==> src/tcpm_pkg.sv <==
// Constants, register offsets and field layouts for the capture/PWM timer.
// Assumes an APB master on pclk and a capture pin synchronous to nothing.
package tcpm_pkg;
    // ==========================================
    // Register byte offsets.
    localparam logic [11:0] ADDR_CFG = 12'h000;
    localparam logic [11:0] ADDR_MODE = 12'h004;
    localparam logic [11:0] ADDR_CTL = 12'h00C;
    localparam logic [11:0] ADDR_IMR = 12'h018;
    localparam logic [11:0] ADDR_RIS = 12'h01C;
    localparam logic [11:0] ADDR_MIS = 12'h020;
    localparam logic [11:0] ADDR_ICR = 12'h024;
    localparam logic [11:0] ADDR_ILR = 12'h028;
    localparam logic [11:0] ADDR_MATCH = 12'h030;
    localparam logic [11:0] ADDR_PSC = 12'h038;
    localparam logic [11:0] ADDR_VAL = 12'h048;
    // ==========================================
    // Configuration, mode and event encodings.
    localparam logic [2:0] CFG_32 = 3'h0;
    localparam logic [2:0] CFG_RTC = 3'h1;
    localparam logic [2:0] CFG_16 = 3'h4;
    localparam logic [1:0] MODE_ONESHOT = 2'h1;
    localparam logic [1:0] MODE_PERIODIC = 2'h2;
    localparam logic [1:0] MODE_CAPTURE = 2'h3;
    localparam logic [1:0] EVT_RISE = 2'h0;
    localparam logic [1:0] EVT_FALL = 2'h1;
    localparam logic [1:0] EVT_BOTH = 2'h3;
    // Flag bit positions in mask, raw, masked and clear registers.
    localparam int FLG_TO = 0;
    localparam int FLG_CM = 1;
    localparam int FLG_CE = 2;
    localparam int FLG_RTC = 3;
    // ==========================================
    // Reset values and the real-time clock divider.
    localparam logic [31:0] LOAD_RST = 32'hFFFFFFFF;
    localparam logic [31:0] RTC_FIRST = 32'h00000001;
    localparam logic [14:0] RTC_DIV_LAST = 15'h7FFF;
    // Mode register layout.
    typedef struct packed {
        logic ams;
        logic cmr;
        logic [1:0] mode;
    } tcpm_mode_type;
    // Control register layout.
    typedef struct packed {
        logic pwml;
        logic rtc_ovr;
        logic [1:0] evt;
        logic stall;
        logic en;
    } tcpm_ctl_type;
endpackage

==> src/tcpm_timer.sv <==
// General-purpose timer with edge count, edge time, PWM and timer modes.
// Assumes an APB master on pclk and the capture pin as an input that this timer drives in PWM mode.
`timescale 1ns/1ps
module tcpm_timer import tcpm_pkg::*; (
    input wire logic pclk, // System clock, 200 MHz.
    input wire logic presetn, // Asynchronous reset, active low.
    input wire logic psel, // APB select.
    input wire logic penable, // APB access phase.
    input wire logic pwrite, // APB write direction.
    input wire logic [11:0] paddr, // APB byte address.
    input wire logic [31:0] pwdata, // APB write data.
    output logic [31:0] prdata, // APB read data.
    output logic pready, // APB ready.
    output logic pslverr, // APB error on unmapped address.
    input wire logic debug_halt, // Processor halted by debugger.
    input wire logic pin_in, // Capture pin input.
    output logic pin_out, // Capture pin PWM drive.
    output logic pin_oe // Capture pin output enable.
);
    // ==========================================
    // State.
    logic [2:0] cfg_r, cfg_nxt; // Configuration.
    tcpm_mode_type mode_r, mode_nxt; // Mode register.
    tcpm_ctl_type ctl_r, ctl_nxt; // Control register.
    logic [3:0] imr_r, imr_nxt; // Interrupt mask.
    logic [3:0] ris_r, ris_nxt; // Raw flags.
    logic [31:0] ilr_r, ilr_nxt; // Interval load.
    logic [31:0] match_r, match_nxt; // Match value.
    logic [7:0] pr_r, pr_nxt; // Prescale load.
    logic [7:0] psc_r, psc_nxt; // Prescale count.
    logic [31:0] cnt_r, cnt_nxt; // Main counter.
    logic [15:0] cap_r, cap_nxt; // Captured count.
    logic [14:0] div_r, div_nxt; // Real-time clock divider.
    logic sync1_r, sync2_r, prev_r; // Pin synchroniser.
    logic pwm_r, pwm_nxt; // PWM output level.
    logic oe_r, oe_nxt; // Pin output enable.
    logic [31:0] prdata_r, prdata_nxt; // Read data.
    logic pready_r, pready_nxt; // Ready.
    logic pslverr_r, pslverr_nxt; // Error.
    // Decoded conditions.
    logic wr, rd, is16, wide, cap_mode, pwm_mode, tmr_mode, rtc_mode;
    logic rise, fall, hit, halt, mapped;

    // Decrements at the active width.
    function automatic logic [31:0] dec(input logic [31:0] c, input logic w);
        dec = w ? c - 32'h1 : {16'h0, c[15:0] - 16'h1};
    endfunction

    // True when the counter is zero at the active width.
    function automatic logic zero(input logic [31:0] c, input logic w);
        zero = w ? (c == 32'h0) : (c[15:0] == 16'h0);
    endfunction

    // Register file membership of an address.
    function automatic logic known(input logic [11:0] a);
        known = (a == ADDR_CFG) || (a == ADDR_MODE) || (a == ADDR_CTL) ||
                (a == ADDR_IMR) || (a == ADDR_RIS) || (a == ADDR_MIS) ||
                (a == ADDR_ICR) || (a == ADDR_ILR) || (a == ADDR_MATCH) ||
                (a == ADDR_PSC) || (a == ADDR_VAL);
    endfunction

    // ==========================================
    // Mode decode and edge detection.
    always_comb begin
        wr = psel && penable && pwrite && pready_r;
        rd = psel && !penable && !pwrite;
        mapped = known(paddr);
        is16 = (cfg_r == CFG_16);
        wide = !is16;
        rtc_mode = (cfg_r == CFG_RTC);
        cap_mode = is16 && !mode_r.ams && (mode_r.mode == MODE_CAPTURE);
        pwm_mode = is16 && mode_r.ams && !mode_r.cmr && (mode_r.mode == MODE_PERIODIC);
        tmr_mode = ((cfg_r == CFG_32) || (is16 && !mode_r.ams)) &&
                   ((mode_r.mode == MODE_ONESHOT) || (mode_r.mode == MODE_PERIODIC));
        rise = sync2_r && !prev_r;
        fall = !sync2_r && prev_r;
        case (ctl_r.evt)
            EVT_RISE: hit = rise;
            EVT_FALL: hit = fall;
            EVT_BOTH: hit = rise || fall;
            default: hit = rise;
        endcase
        halt = ctl_r.stall && debug_halt && !(rtc_mode && ctl_r.rtc_ovr);
    end

    // ==========================================
    // Next state of registers, counter and outputs.
    always_comb begin
        cfg_nxt = cfg_r;
        mode_nxt = mode_r;
        ctl_nxt = ctl_r;
        imr_nxt = imr_r;
        ris_nxt = ris_r;
        ilr_nxt = ilr_r;
        match_nxt = match_r;
        pr_nxt = pr_r;
        psc_nxt = psc_r;
        cnt_nxt = cnt_r;
        cap_nxt = cap_r;
        div_nxt = div_r;
        pwm_nxt = pwm_r;
        oe_nxt = pwm_mode;
        // Software writes land first; hardware events below override them.
        if (wr) begin
            case (paddr)
                ADDR_CFG: begin
                    cfg_nxt = pwdata[2:0];
                    if (pwdata[2:0] == CFG_RTC) begin
                        cnt_nxt = RTC_FIRST;
                        div_nxt = '0;
                    end
                end
                ADDR_MODE: mode_nxt = pwdata[3:0];
                ADDR_CTL: ctl_nxt = pwdata[5:0];
                ADDR_IMR: imr_nxt = pwdata[3:0];
                ADDR_ICR: ris_nxt = ris_r & ~pwdata[3:0];
                ADDR_ILR: begin
                    ilr_nxt = pwdata;
                    // A running timer takes a new interval at once only while halted or mid 16-bit prescale, else at its next reload;
                    // edge count waits for its reload too, and a running real-time clock never takes it.
                    if (ctl_r.en && !rtc_mode && !(cap_mode && !mode_r.cmr)) begin
                        cnt_nxt = wide ? pwdata : {16'h0, pwdata[15:0]};
                    end else if (!ctl_r.en) begin
                        cnt_nxt = wide ? pwdata : {16'h0, pwdata[15:0]};
                    end
                end
                ADDR_MATCH: match_nxt = pwdata;
                ADDR_PSC: begin
                    pr_nxt = pwdata[7:0];
                    psc_nxt = pwdata[7:0];
                end
                default: begin
                end
            endcase
        end
        if (ctl_r.en && !halt) begin
            if (tmr_mode) begin
                // Prescaler only extends plain 16-bit timing.
                if (is16 && (psc_r != 8'h0)) begin
                    psc_nxt = psc_r - 8'h1;
                end else if (zero(cnt_r, wide)) begin
                    cnt_nxt = wide ? ilr_r : {16'h0, ilr_r[15:0]};
                    psc_nxt = pr_r;
                    ris_nxt[FLG_TO] = 1'b1;
                    if (mode_r.mode == MODE_ONESHOT) begin
                        ctl_nxt.en = 1'b0;
                    end
                end else begin
                    cnt_nxt = dec(cnt_r, wide);
                    psc_nxt = pr_r;
                end
            end else if (cap_mode && !mode_r.cmr) begin
                // Counts selected edges only, no prescaler.
                if (hit) begin
                    if (dec(cnt_r, 1'b0) == {16'h0, match_r[15:0]}) begin
                        cnt_nxt = {16'h0, ilr_r[15:0]};
                        ctl_nxt.en = 1'b0;
                        ris_nxt[FLG_CM] = 1'b1;
                    end else begin
                        cnt_nxt = dec(cnt_r, 1'b0);
                    end
                end
            end else if (cap_mode) begin
                // Free-running edge timer.
                cnt_nxt = zero(cnt_r, 1'b0) ? {16'h0, ilr_r[15:0]} : dec(cnt_r, 1'b0);
                if (hit) begin
                    cap_nxt = cnt_r[15:0];
                    ris_nxt[FLG_CE] = 1'b1;
                end
            end else if (pwm_mode) begin
                cnt_nxt = zero(cnt_r, 1'b0) ? {16'h0, ilr_r[15:0]} : dec(cnt_r, 1'b0);
                if (cnt_r[15:0] == ilr_r[15:0]) begin
                    pwm_nxt = !ctl_r.pwml;
                end else if (cnt_r[15:0] == match_r[15:0]) begin
                    pwm_nxt = ctl_r.pwml;
                end
            end else if (rtc_mode && rise) begin
                // Divide the pin clock down to one tick a second.
                div_nxt = div_r + 15'h1;
                if (div_r == RTC_DIV_LAST) begin
                    if (cnt_r == match_r) begin
                        cnt_nxt = 32'h0;
                        ris_nxt[FLG_RTC] = 1'b1;
                    end else begin
                        cnt_nxt = cnt_r + 32'h1;
                    end
                end
            end
        end
        if (!pwm_mode) begin
            pwm_nxt = 1'b0;
        end
    end

    // ==========================================
    // APB answer: decoded in setup, ready in the first access cycle.
    always_comb begin
        pready_nxt = psel && !penable;
        pslverr_nxt = psel && !penable && !mapped;
        prdata_nxt = 32'h0;
        if (rd) begin
            case (paddr)
                ADDR_CFG: prdata_nxt = {29'h0, cfg_r};
                ADDR_MODE: prdata_nxt = {28'h0, mode_r};
                ADDR_CTL: prdata_nxt = {26'h0, ctl_r};
                ADDR_IMR: prdata_nxt = {28'h0, imr_r};
                ADDR_RIS: prdata_nxt = {28'h0, ris_r};
                ADDR_MIS: prdata_nxt = {28'h0, ris_r & imr_r};
                ADDR_ILR: prdata_nxt = ilr_r;
                ADDR_MATCH: prdata_nxt = match_r;
                ADDR_PSC: prdata_nxt = {24'h0, pr_r};
                ADDR_VAL: prdata_nxt = cap_mode && mode_r.cmr ? {16'h0, cap_r} : cnt_r;
                default: prdata_nxt = 32'h0;
            endcase
        end
    end

    // ==========================================
    // Registers.
    always_ff @(posedge pclk or negedge presetn) begin
        if (!presetn) begin
            cfg_r <= CFG_32;
            mode_r <= '0;
            ctl_r <= '0;
            imr_r <= '0;
            ris_r <= '0;
            ilr_r <= LOAD_RST;
            match_r <= LOAD_RST;
            pr_r <= '0;
            psc_r <= '0;
            cnt_r <= LOAD_RST;
            cap_r <= '0;
            div_r <= '0;
            sync1_r <= 1'b0;
            sync2_r <= 1'b0;
            prev_r <= 1'b0;
            pwm_r <= 1'b0;
            oe_r <= 1'b0;
            prdata_r <= '0;
            pready_r <= 1'b0;
            pslverr_r <= 1'b0;
        end else begin
            cfg_r <= cfg_nxt;
            mode_r <= mode_nxt;
            ctl_r <= ctl_nxt;
            imr_r <= imr_nxt;
            ris_r <= ris_nxt;
            ilr_r <= ilr_nxt;
            match_r <= match_nxt;
            pr_r <= pr_nxt;
            psc_r <= psc_nxt;
            cnt_r <= cnt_nxt;
            cap_r <= cap_nxt;
            div_r <= div_nxt;
            sync1_r <= pin_in;
            sync2_r <= sync1_r;
            prev_r <= sync2_r;
            pwm_r <= pwm_nxt;
            oe_r <= oe_nxt;
            prdata_r <= prdata_nxt;
            pready_r <= pready_nxt;
            pslverr_r <= pslverr_nxt;
        end
    end

    assign prdata = prdata_r;
    assign pready = pready_r;
    assign pslverr = pslverr_r;
    assign pin_out = pwm_r;
    assign pin_oe = oe_r;

    // ==========================================
    // Assertions.
    property p_edge_dec;
        @(posedge pclk) disable iff (!presetn)
        cap_mode && !mode_r.cmr && ctl_r.en && !halt && hit && !wr &&
        (dec(cnt_r, 1'b0) != {16'h0, match_r[15:0]}) |=> cnt_r[15:0] == $past(cnt_r[15:0]) - 16'h1;
    endproperty
    a_edge_dec: assert property (p_edge_dec) else $error("edge count did not step by one");

    property p_match_stop;
        @(posedge pclk) disable iff (!presetn)
        $rose(ris_r[FLG_CM]) && cap_mode |-> !ctl_r.en && cnt_r[15:0] == ilr_r[15:0];
    endproperty
    a_match_stop: assert property (p_match_stop) else $error("match did not reload and stop");

    property p_idle_hold;
        @(posedge pclk) disable iff (!presetn)
        cap_mode && !mode_r.cmr && !ctl_r.en && !wr |=> $stable(cnt_r);
    endproperty
    a_idle_hold: assert property (p_idle_hold) else $error("disabled edge counter moved");

    property p_capture;
        @(posedge pclk) disable iff (!presetn)
        cap_mode && mode_r.cmr && ctl_r.en && !halt && hit |=> cap_r == $past(cnt_r[15:0]) && ris_r[FLG_CE];
    endproperty
    a_capture: assert property (p_capture) else $error("edge time capture missing");

    property p_pwm_quiet;
        @(posedge pclk) disable iff (!presetn)
        pwm_mode && !wr |=> ris_r == $past(ris_r);
    endproperty
    a_pwm_quiet: assert property (p_pwm_quiet) else $error("flag changed in PWM mode");

    property p_pwm_on;
        @(posedge pclk) disable iff (!presetn)
        pwm_mode && ctl_r.en && !halt && !wr && cnt_r[15:0] == ilr_r[15:0] |=> pin_out == !$past(ctl_r.pwml);
    endproperty
    a_pwm_on: assert property (p_pwm_on) else $error("PWM not active at start value");

    property p_clear;
        @(posedge pclk) disable iff (!presetn)
        wr && paddr == ADDR_ICR && pwdata[FLG_TO] && !(tmr_mode && ctl_r.en) |=> !ris_r[FLG_TO];
    endproperty
    a_clear: assert property (p_clear) else $error("timeout flag not cleared");

    property p_oneshot;
        @(posedge pclk) disable iff (!presetn)
        tmr_mode && mode_r.mode == MODE_ONESHOT && ctl_r.en && !halt && !wr &&
        zero(cnt_r, wide) && (!is16 || psc_r == 8'h0) |=> !ctl_r.en ##0 ris_r[FLG_TO];
    endproperty
    a_oneshot: assert property (p_oneshot) else $error("one-shot kept running");
endmodule
==> config.mk <==
export PLATFORM = sky130hd
export DESIGN_NAME = tcpm_timer
export DESIGN_NICKNAME = d
export VERILOG_FILES = /design/src/tcpm_pkg.sv /design/src/tcpm_timer.sv
export SDC_FILE = /design/constraint.sdc
export NUM_CORES = 1
export LEC_CHECK = 0
export BUFFER_PORTS_ARGS = -buffer_cell sky130_fd_sc_hd__buf_2
export CAP_MARGIN = 20
export CORE_ASPECT_RATIO = 1.1
export CORE_MARGIN = 3
export CORE_UTILIZATION = 45
export CTS_CLUSTER_SIZE = 8
export DETAILED_ROUTE_END_ITERATION = 7
export MAX_ROUTING_LAYER = met4
export PLACE_DENSITY = 0.61
export SLEW_MARGIN = 20
export SYNTH_ARGS = -nofsm -noshare
export SYNTH_HDL_FRONTEND = slang
export SYNTH_SLANG_ARGS = --single-unit
==> constraint.sdc <==
create_clock -name pclk -period 8.8 [get_ports pclk]
set_input_delay 0.44 -clock pclk [delete_from_list [all_inputs] [get_ports pclk]]
set_output_delay 0.44 -clock pclk [all_outputs]
set_load 0.01 [all_outputs]
==> qor.txt, run 1 <==
Status -> finished, final reports clean
Commonest non-fill, non-tap cell in the layout -> nand2_1
Post-CTS setup buffers -> 0
Area Growth Syn to Fin -> 11.37%
Power Density -> 145.0 nW/um2
Hold Buf Count CTS -> 2
Drt total wl -> 44,560 um
Hold Path Class -> primary input to flip-flop
Drc violations -> 0
PortBufs -> 86
Worst-path clk slew -> 0.06 ns
GPL Wtd Cong -> 0.9956
Final Power -> 2.145 mW
Worst Min Path Start -> penable
Avg Inst Size Synth -> 9.100 um2
CP Launch Point -> cnt_r[0]
Post-Place Worst Slack -> 5.148 ns
Clock Latency Late Sink -> 0.55 ns
Die footprint -> 31,600 um2
Synth Register Bits -> 203
Vias -> 11,830
CP bufs+invs -> 2
Slowest stage delay, CP -> 0.53 ns
Critical path cell sequence -> inv_1 -> ha_1 -> or3b_1 -> and3_1 -> nor4b_1 -> nand4_1 -> nor4_4 -> buf_4 -> mux2i_1 -> nand2_1 -> a222oi_1
Final ANT Viol Nets -> 0
Worst R2R Setup Slack -> 5.10 ns
Synth Instances -> 1,459
Largest net degree at the start of global routing -> 76
Router iterations before antenna repair -> 6
Post-synth EDFFs -> 0
Gr usage total -> 28.49%
WP data required -> 9.25 ns
PostCTS Resize Cnt -> 0
Slew @ Worst Pin -> 1.168 ns
Seq/Total Area, Yosys -> 39.17%
Clock Skews -> 0.01427 ns
Post-synth top area cell -> dfrtp_1
Busiest grt layer -> met2
WL per Instance -> 23.64 um
Total grt overflow -> 0
Layout cells sized above 1 -> 24.59%
Startpoint Class -> flip-flop
Final setup viols -> 0
WP data arrival -> 4.15 ns
Final hold vios -> 0
Crit path max-delay family -> simple AND/OR/NAND/NOR gates
CTS Buf Count -> 29
Number of max-cap violations -> 0
Synth cell types -> 82
CTS sink cnt -> 203
Top cells by area, synth -> dfrtp_1 20%, dfstp_2 19%, mux2_2 8.7%
Clock Tree Buf Depth -> 3
Filler cells -> 2,647
Core area -> 28,870 um2
Met3 global-route usage -> 3.868%
DP Wirelength -> 30,480 um
Worst Setup End Kind -> flip-flop
Met2 usage -> 45.63%
Initial Util -> 45.98%
Worst Slack Setup Final -> 5.095 ns
Yosys warning total -> 0
Crit share post-route -> 42.10%
Syn_nets -> 1,520
RSZ-0062 raised after global routing -> no
Diode count -> 0
CTS tree -> done
First-pass GRT wire length -> 68,390 um
Met1 Use GR -> 38.17%
Mapped Area -> 13,280 um2
Initial antenna violation count -> 0
Net count reported at finish -> 1,556
VDD IR max -> 0.0001278 V
CTS HTree Levels -> 1
Commonest cells after routing, fill and taps aside -> 155 x nand2_1, 127 x nor2_1, 107 x dfrtp_1
# rows -> 65
Critical path type -> flip-flop to flip-flop
Die Y -> 186.2 um
Fin crit period -> 3.705 ns
CP max-delay cell -> or3b_1
Root buffer cell -> clkbuf_16
Worst reg2reg startpoint -> cnt_r[0]
Crit Path Max Fanout -> 17
Max Freq -> 0.2699 GHz
Chip Width -> 169.8 um
Most common flop cell mapped by yosys -> dfrtp_1
Vias/cell -> 6.273
Vias in the first global route -> 11,560
# IOs -> 87
Slew Limit Fails -> 0
Initial DRC count -> 949
Sum Neg Setup Slack -> 0 ns
Async S/R FF share, synth -> 100.0%
Top-area cell type share of the netlist area -> 20.17%
Static leakage -> 6.188 nW
Slew headroom -> 22.16%
==> cells by family (layout without fill, tap and decap cells) <==
logic type	count (synthesis)	after routing	synth area share, %
flops	203	203	39.17
simple gates	490	490	18.00
mux	131	131	10.84
compound gates	374	374	18.89
buf+inv	133	191	4.279
xor+xnor	118	118	7.888
fa+ha+maj	10	10	0.9424
==> synthesized netlist by cell type, types with 28 or more instances <==
cell type  count
o21ai_0       83
nand2_1      155
a22oi_1       39
mux2_2       102
nor2_1       129
dfstp_2       96
mux2i_1       29
nor3_1        36
dfrtp_1      107
xnor2_1       46
xor2_1        71
nand3_1       28
a21oi_1       87
clkbuf_1      81
==> final timing paths <==
| path | end | cells past startpoint |
|---|---|---|
| setup / recovery | cnt_r[0] | 11 |
| max in group asynchronous | prdata[30] | 3 |
| setup reg to reg | cnt_r[0] | 11 |
| hold / removal | pready | 2 |
| min in group asynchronous | div_r[8] | 2 |
| hold reg to reg | sync2_r | 0 |
==> per-layer routing <==
metal  share of wire (%)  routed length, um  up-vias
met5                   0                  0        -
met4                 2.8               1264        0
met3                 7.0               3121       97
met2                  47              20860      486
met1                  43              19320     5867
li1                    -                  -     5375
==> power by group <==
group	leakage, nW	internal [mW]	switching, mW
registers	2.47	0.939	0.00385
logic	3.32	0.0424	0.101
clock network	0.399	0.641	0.418
==> cell type report <==
class	instances	area [um2]	area share [%]
clock buffer	52	812.0	5.492
clock inverter	1	30.03	0.2031
inverter	22	82.58	0.5585
multi-input combinational	1123	7530	50.93
sequential	203	5200	35.17
tap	368	460.4	3.114
timing repair buffer	116	670.6	4.536
==> sequential cells by signal, summed over array words and instances (netlist names) <==
name / cells
cnt_r: 32
ilr_r: 32
match_r: 32
prdata: 32
cap_r: 16
div_r: 15
pr_r: 8
psc_r: 8
ctl_r: 6
imr_r: 4
mode_r: 4
ris_r: 4
cfg_r: 3
pin_oe: 1
pin_out: 1
pready: 1
prev_r: 1
pslverr: 1
sync1_r: 1
sync2_r: 1
==> through the flow <==
| stage | hold WS [ns] | std cells | instance area (um2) | utilization (%) |
|---|---|---|---|---|
| finish | 0.1070 | 1885 | 14790 | 51.21 |
| global route | 0.1045 | 1885 | 14790 | 51.21 |
| CTS | 0.09261 | 1885 | 14790 | 51.21 |
| detailed placement | 0.3450 | 1830 | 13920 | 48.23 |
| global placement | 0.3321 | 1830 | 13920 | 48.23 |
| floorplan | 0.1444 | 1459 | 13280 | - |
(Power assumes the default switching activity.)
==> run 2: changes to the inputs <==
PLACE_DENSITY = 0.64   (was 0.61)
clock period = 3.15 ns   (was 8.8 ns; I/O delays follow)
==> run 2 against run 1 <==
Critical path depth increased by 2. Global-route usage increased by 2.1 points. Non-clock buffer count increased by 115. Critical endpoint is now cnt_r[1]. Highest routed layer unchanged. Routed wire length increased by 6.7%. Largest power group unchanged. Fmax increased by 19%. Sequential cell count unchanged. Worst setup slack got worse by 5.0 ns. Sequential share of layout area decreased by 2.4 points. Critical path type unchanged. Total power increased to 2.8 times the previous value.
==> qor.txt, run 2 (synthesized netlist as in run 1, its figures left out) <==
PortBufs -> 86 (unchanged)
Worst R2R Setup Slack -> 0.05 ns (-5.05 ns)
FF+latch area -> 5200 um2 (unchanged)
Fin crit period -> 3.104 ns (-0.6004 ns)
VDD IR max -> 0.0003616 V (+180%)
Worst-path clk slew -> 0.06 ns (about the same)
Vias/cell -> 6.203 (-1.1%)
Router iterations before antenna repair -> 5 (-1)
Commonest non-fill, non-tap cell in the layout -> nand2_1
CTS tree -> done
CP Launch Point -> cnt_r[0]
Final hold vios -> 0 (unchanged)
Crit path to -> cnt_r[1]
Filler cells -> 2,598 (-1.9%)
Startpoint Class -> flip-flop
Largest net degree at the start of global routing -> 125 (+64%)
Clock Tree Buf Depth -> 3 (unchanged)
CTS HTree Levels -> 1 (unchanged)
Clk pwr share -> 48.5% (-0.8 points)
Critical path type -> flip-flop to flip-flop
Switching share of total power -> 24.35% (about the same)
Root buffer cell -> clkbuf_16
Drc violations -> 0 (unchanged)
CTS Buf Count -> 29 (unchanged)
Crit share post-route -> 98.55% (+56 points)
WL per Instance -> 23.77 um (+0.58%)
DP Wirelength -> 33,130 um (+8.7%)
Chip Width -> 169.8 um (unchanged)
FF-to-FF End -> cnt_r[1]
GPL Wtd Cong -> 0.9766 (-1.9%)
Slew Limit Fails -> 0 (unchanged)
Post-route cell area -> 15,850 um2 (+7.2%)
Hold path depth -> 3 (+1)
Status -> finished, final reports clean
Number of max-cap violations -> 0 (unchanged)
Final ANT Viol Nets -> 0 (unchanged)
Die footprint -> 31,600 um2 (unchanged)
Worst reg2reg startpoint -> cnt_r[0]
Max Freq -> 0.3221 GHz (+19%)
Reg power frac -> 43.3% (-0.7 points)
Vias in the first global route -> 12,030 (+4.1%)
Vias -> 12,400 (+4.9%)
Final Util -> 54.88% (+3.7 points)
First-pass GRT wire length -> 72,450 um (+5.9%)
WP data arrival -> 3.55 ns (-0.60 ns)
Worst Setup End Kind -> flip-flop
Sw power -> 1.479 mW (+180%)
Commonest cells after routing, fill and taps aside -> 155 x nand2_1, 127 x nor2_1, 107 x dfrtp_1
Comb power frac -> 8.2% (+1.5 points)
Layout cells sized above 1 -> 28.33% (+3.7 points)
Multi-input gate area -> 7556 um2 (+0.35%)
Slowest stage delay, CP -> 0.38 ns (-0.15 ns)
Worst Slack Setup Final -> 0.04575 ns (-5.050 ns)
Crit Path Max Fanout -> 7 (-10)
Cells on worst reg2reg path -> 13 (+2)
Initial antenna violation count -> 0 (unchanged)
Gr usage total -> 30.54% (+2.1 points)
Slew @ Worst Pin -> 1.064 ns (-0.1035 ns)
Hold Path Class -> primary input to flip-flop
Diode count -> 0 (unchanged)
WP data required -> 3.59 ns (-5.66 ns)
CP max-delay cell -> or3b_4
Area Growth Syn to Fin -> 19.35%
Clock Skews -> 0.01538 ns (+0.001110 ns)
Clock Latency Late Sink -> 0.55 ns (about the same)
Total grt overflow -> 0 (unchanged)
P_int -> 4.594 mW (+180%)
CTS sink cnt -> 203 (unchanged)
# IOs -> 87 (unchanged)
Static leakage -> 6.764 nW (+9.3%)
Final setup viols -> 0 (unchanged)
Slew headroom -> 28.51% (+6.4 points)
DP Area -> 14,610 um2 (+5.0%)
Initial DRC count -> 1,141 (+20%)
Core area -> 28,870 um2 (unchanged)
Initial Util -> 45.98% (unchanged)
Die Y -> 186.2 um (unchanged)
Drt total wl -> 47,530 um (+6.7%)
# rows -> 65 (unchanged)
Critical path cell sequence -> inv_2 -> ha_4 -> or3b_4 -> buf_6 -> or3_4 -> mux2i_1 -> o211ai_1 -> nor4_4 -> buf_4 -> buf_6 -> mux2i_1 -> nand2_1 -> a222oi_1
Net count reported at finish -> 1,671 (+7.4%)
Power Density -> 383.3 nW/um2 (+160%)
Post-Place Worst Slack -> -0.03674 ns (-5.185 ns)
RSZ-0062 raised after global routing -> yes
==> run 2: final cells by class <==
class / count / share of cell area, %
Clock buffer: 51 / 5.101
Inverter: 22 / 0.5212
Multi-Input combinational cell: 1123 / 47.69
Clock inverter: 1 / 0.1895
Timing Repair Buffer: 231 / 10.78
Tap cell: 368 / 2.906
Sequential cell: 203 / 32.82
==> run 2: power groups by stage <==
| stage | clock network, mW | logic [mW] | registers, mW |
|---|---|---|---|
| 3_3_place_gp | 0 | 0.453 | 2.67 |
| 3_5_place_dp | 0 | 0.454 | 2.67 |
| 4_1_cts | 2.99 | 0.489 | 2.63 |
| 5_1_grt | 3.11 | 0.538 | 2.63 |
| 6_report | 2.94 | 0.497 | 2.63 |
| 2_1_floorplan | 0 | 0.215 | 2.67 |
==> run 2: metrics by stage <==
step / power [mW] / setup TNS, ns / cells / hold slack (ns)
global route: 6.281 / -0.03988 / 1999 / 0.03479
CTS: 6.113 / 0 / 1998 / 0.004375
detailed placement: 3.124 / -0.1220 / 1912 / 0.2774
floorplan: 2.884 / 0 / 1459 / -0.1381
finish: 6.073 / 0 / 1999 / 0.01281
global placement: 3.123 / -0.05818 / 1912 / 0.2664
==> run 2: worst min-delay path by stage <==
stage | from | end | slack, ns
floorplan | presetn | cap_r[0] | -0.14
finish | pwdata[3] | ris_r[3] | 0.01
detailed placement | pin_in | sync1_r | 0.28
global placement | pin_in | sync1_r | 0.27
global route | pwdata[3] | ris_r[3] | 0.03
CTS | psel | pslverr | 0.004
==> run 2: critical path: cells and delay by family (launching register included) <==
kind            cells  cell delay [ns]
simple gates        4             1.10
buf+inv             4             0.54
compound gates      2             0.48
flops               1             0.37
mux                 2             0.36
fa+ha+maj           1             0.14
==> run 2: timing repair <==
item	in CTS	in global routing
gates resized for setup	3	11
pin swaps	2	3
buffers inserted	0	1
setup endpoints to repair	7	13
hold endpoints to repair	149	0
hold buffers	34	0
==> run 2: metal layers <==
metal | vias up | GRT usage [%] | share of wire (%)
met5 | - | - | 0
met4 | 0 | 9.391 | 3.3
met3 | 108 | 4.079 | 7.8
met2 | 592 | 47.36 | 46
met1 | 6090 | 41.95 | 43
li1 | 5609 | - | -
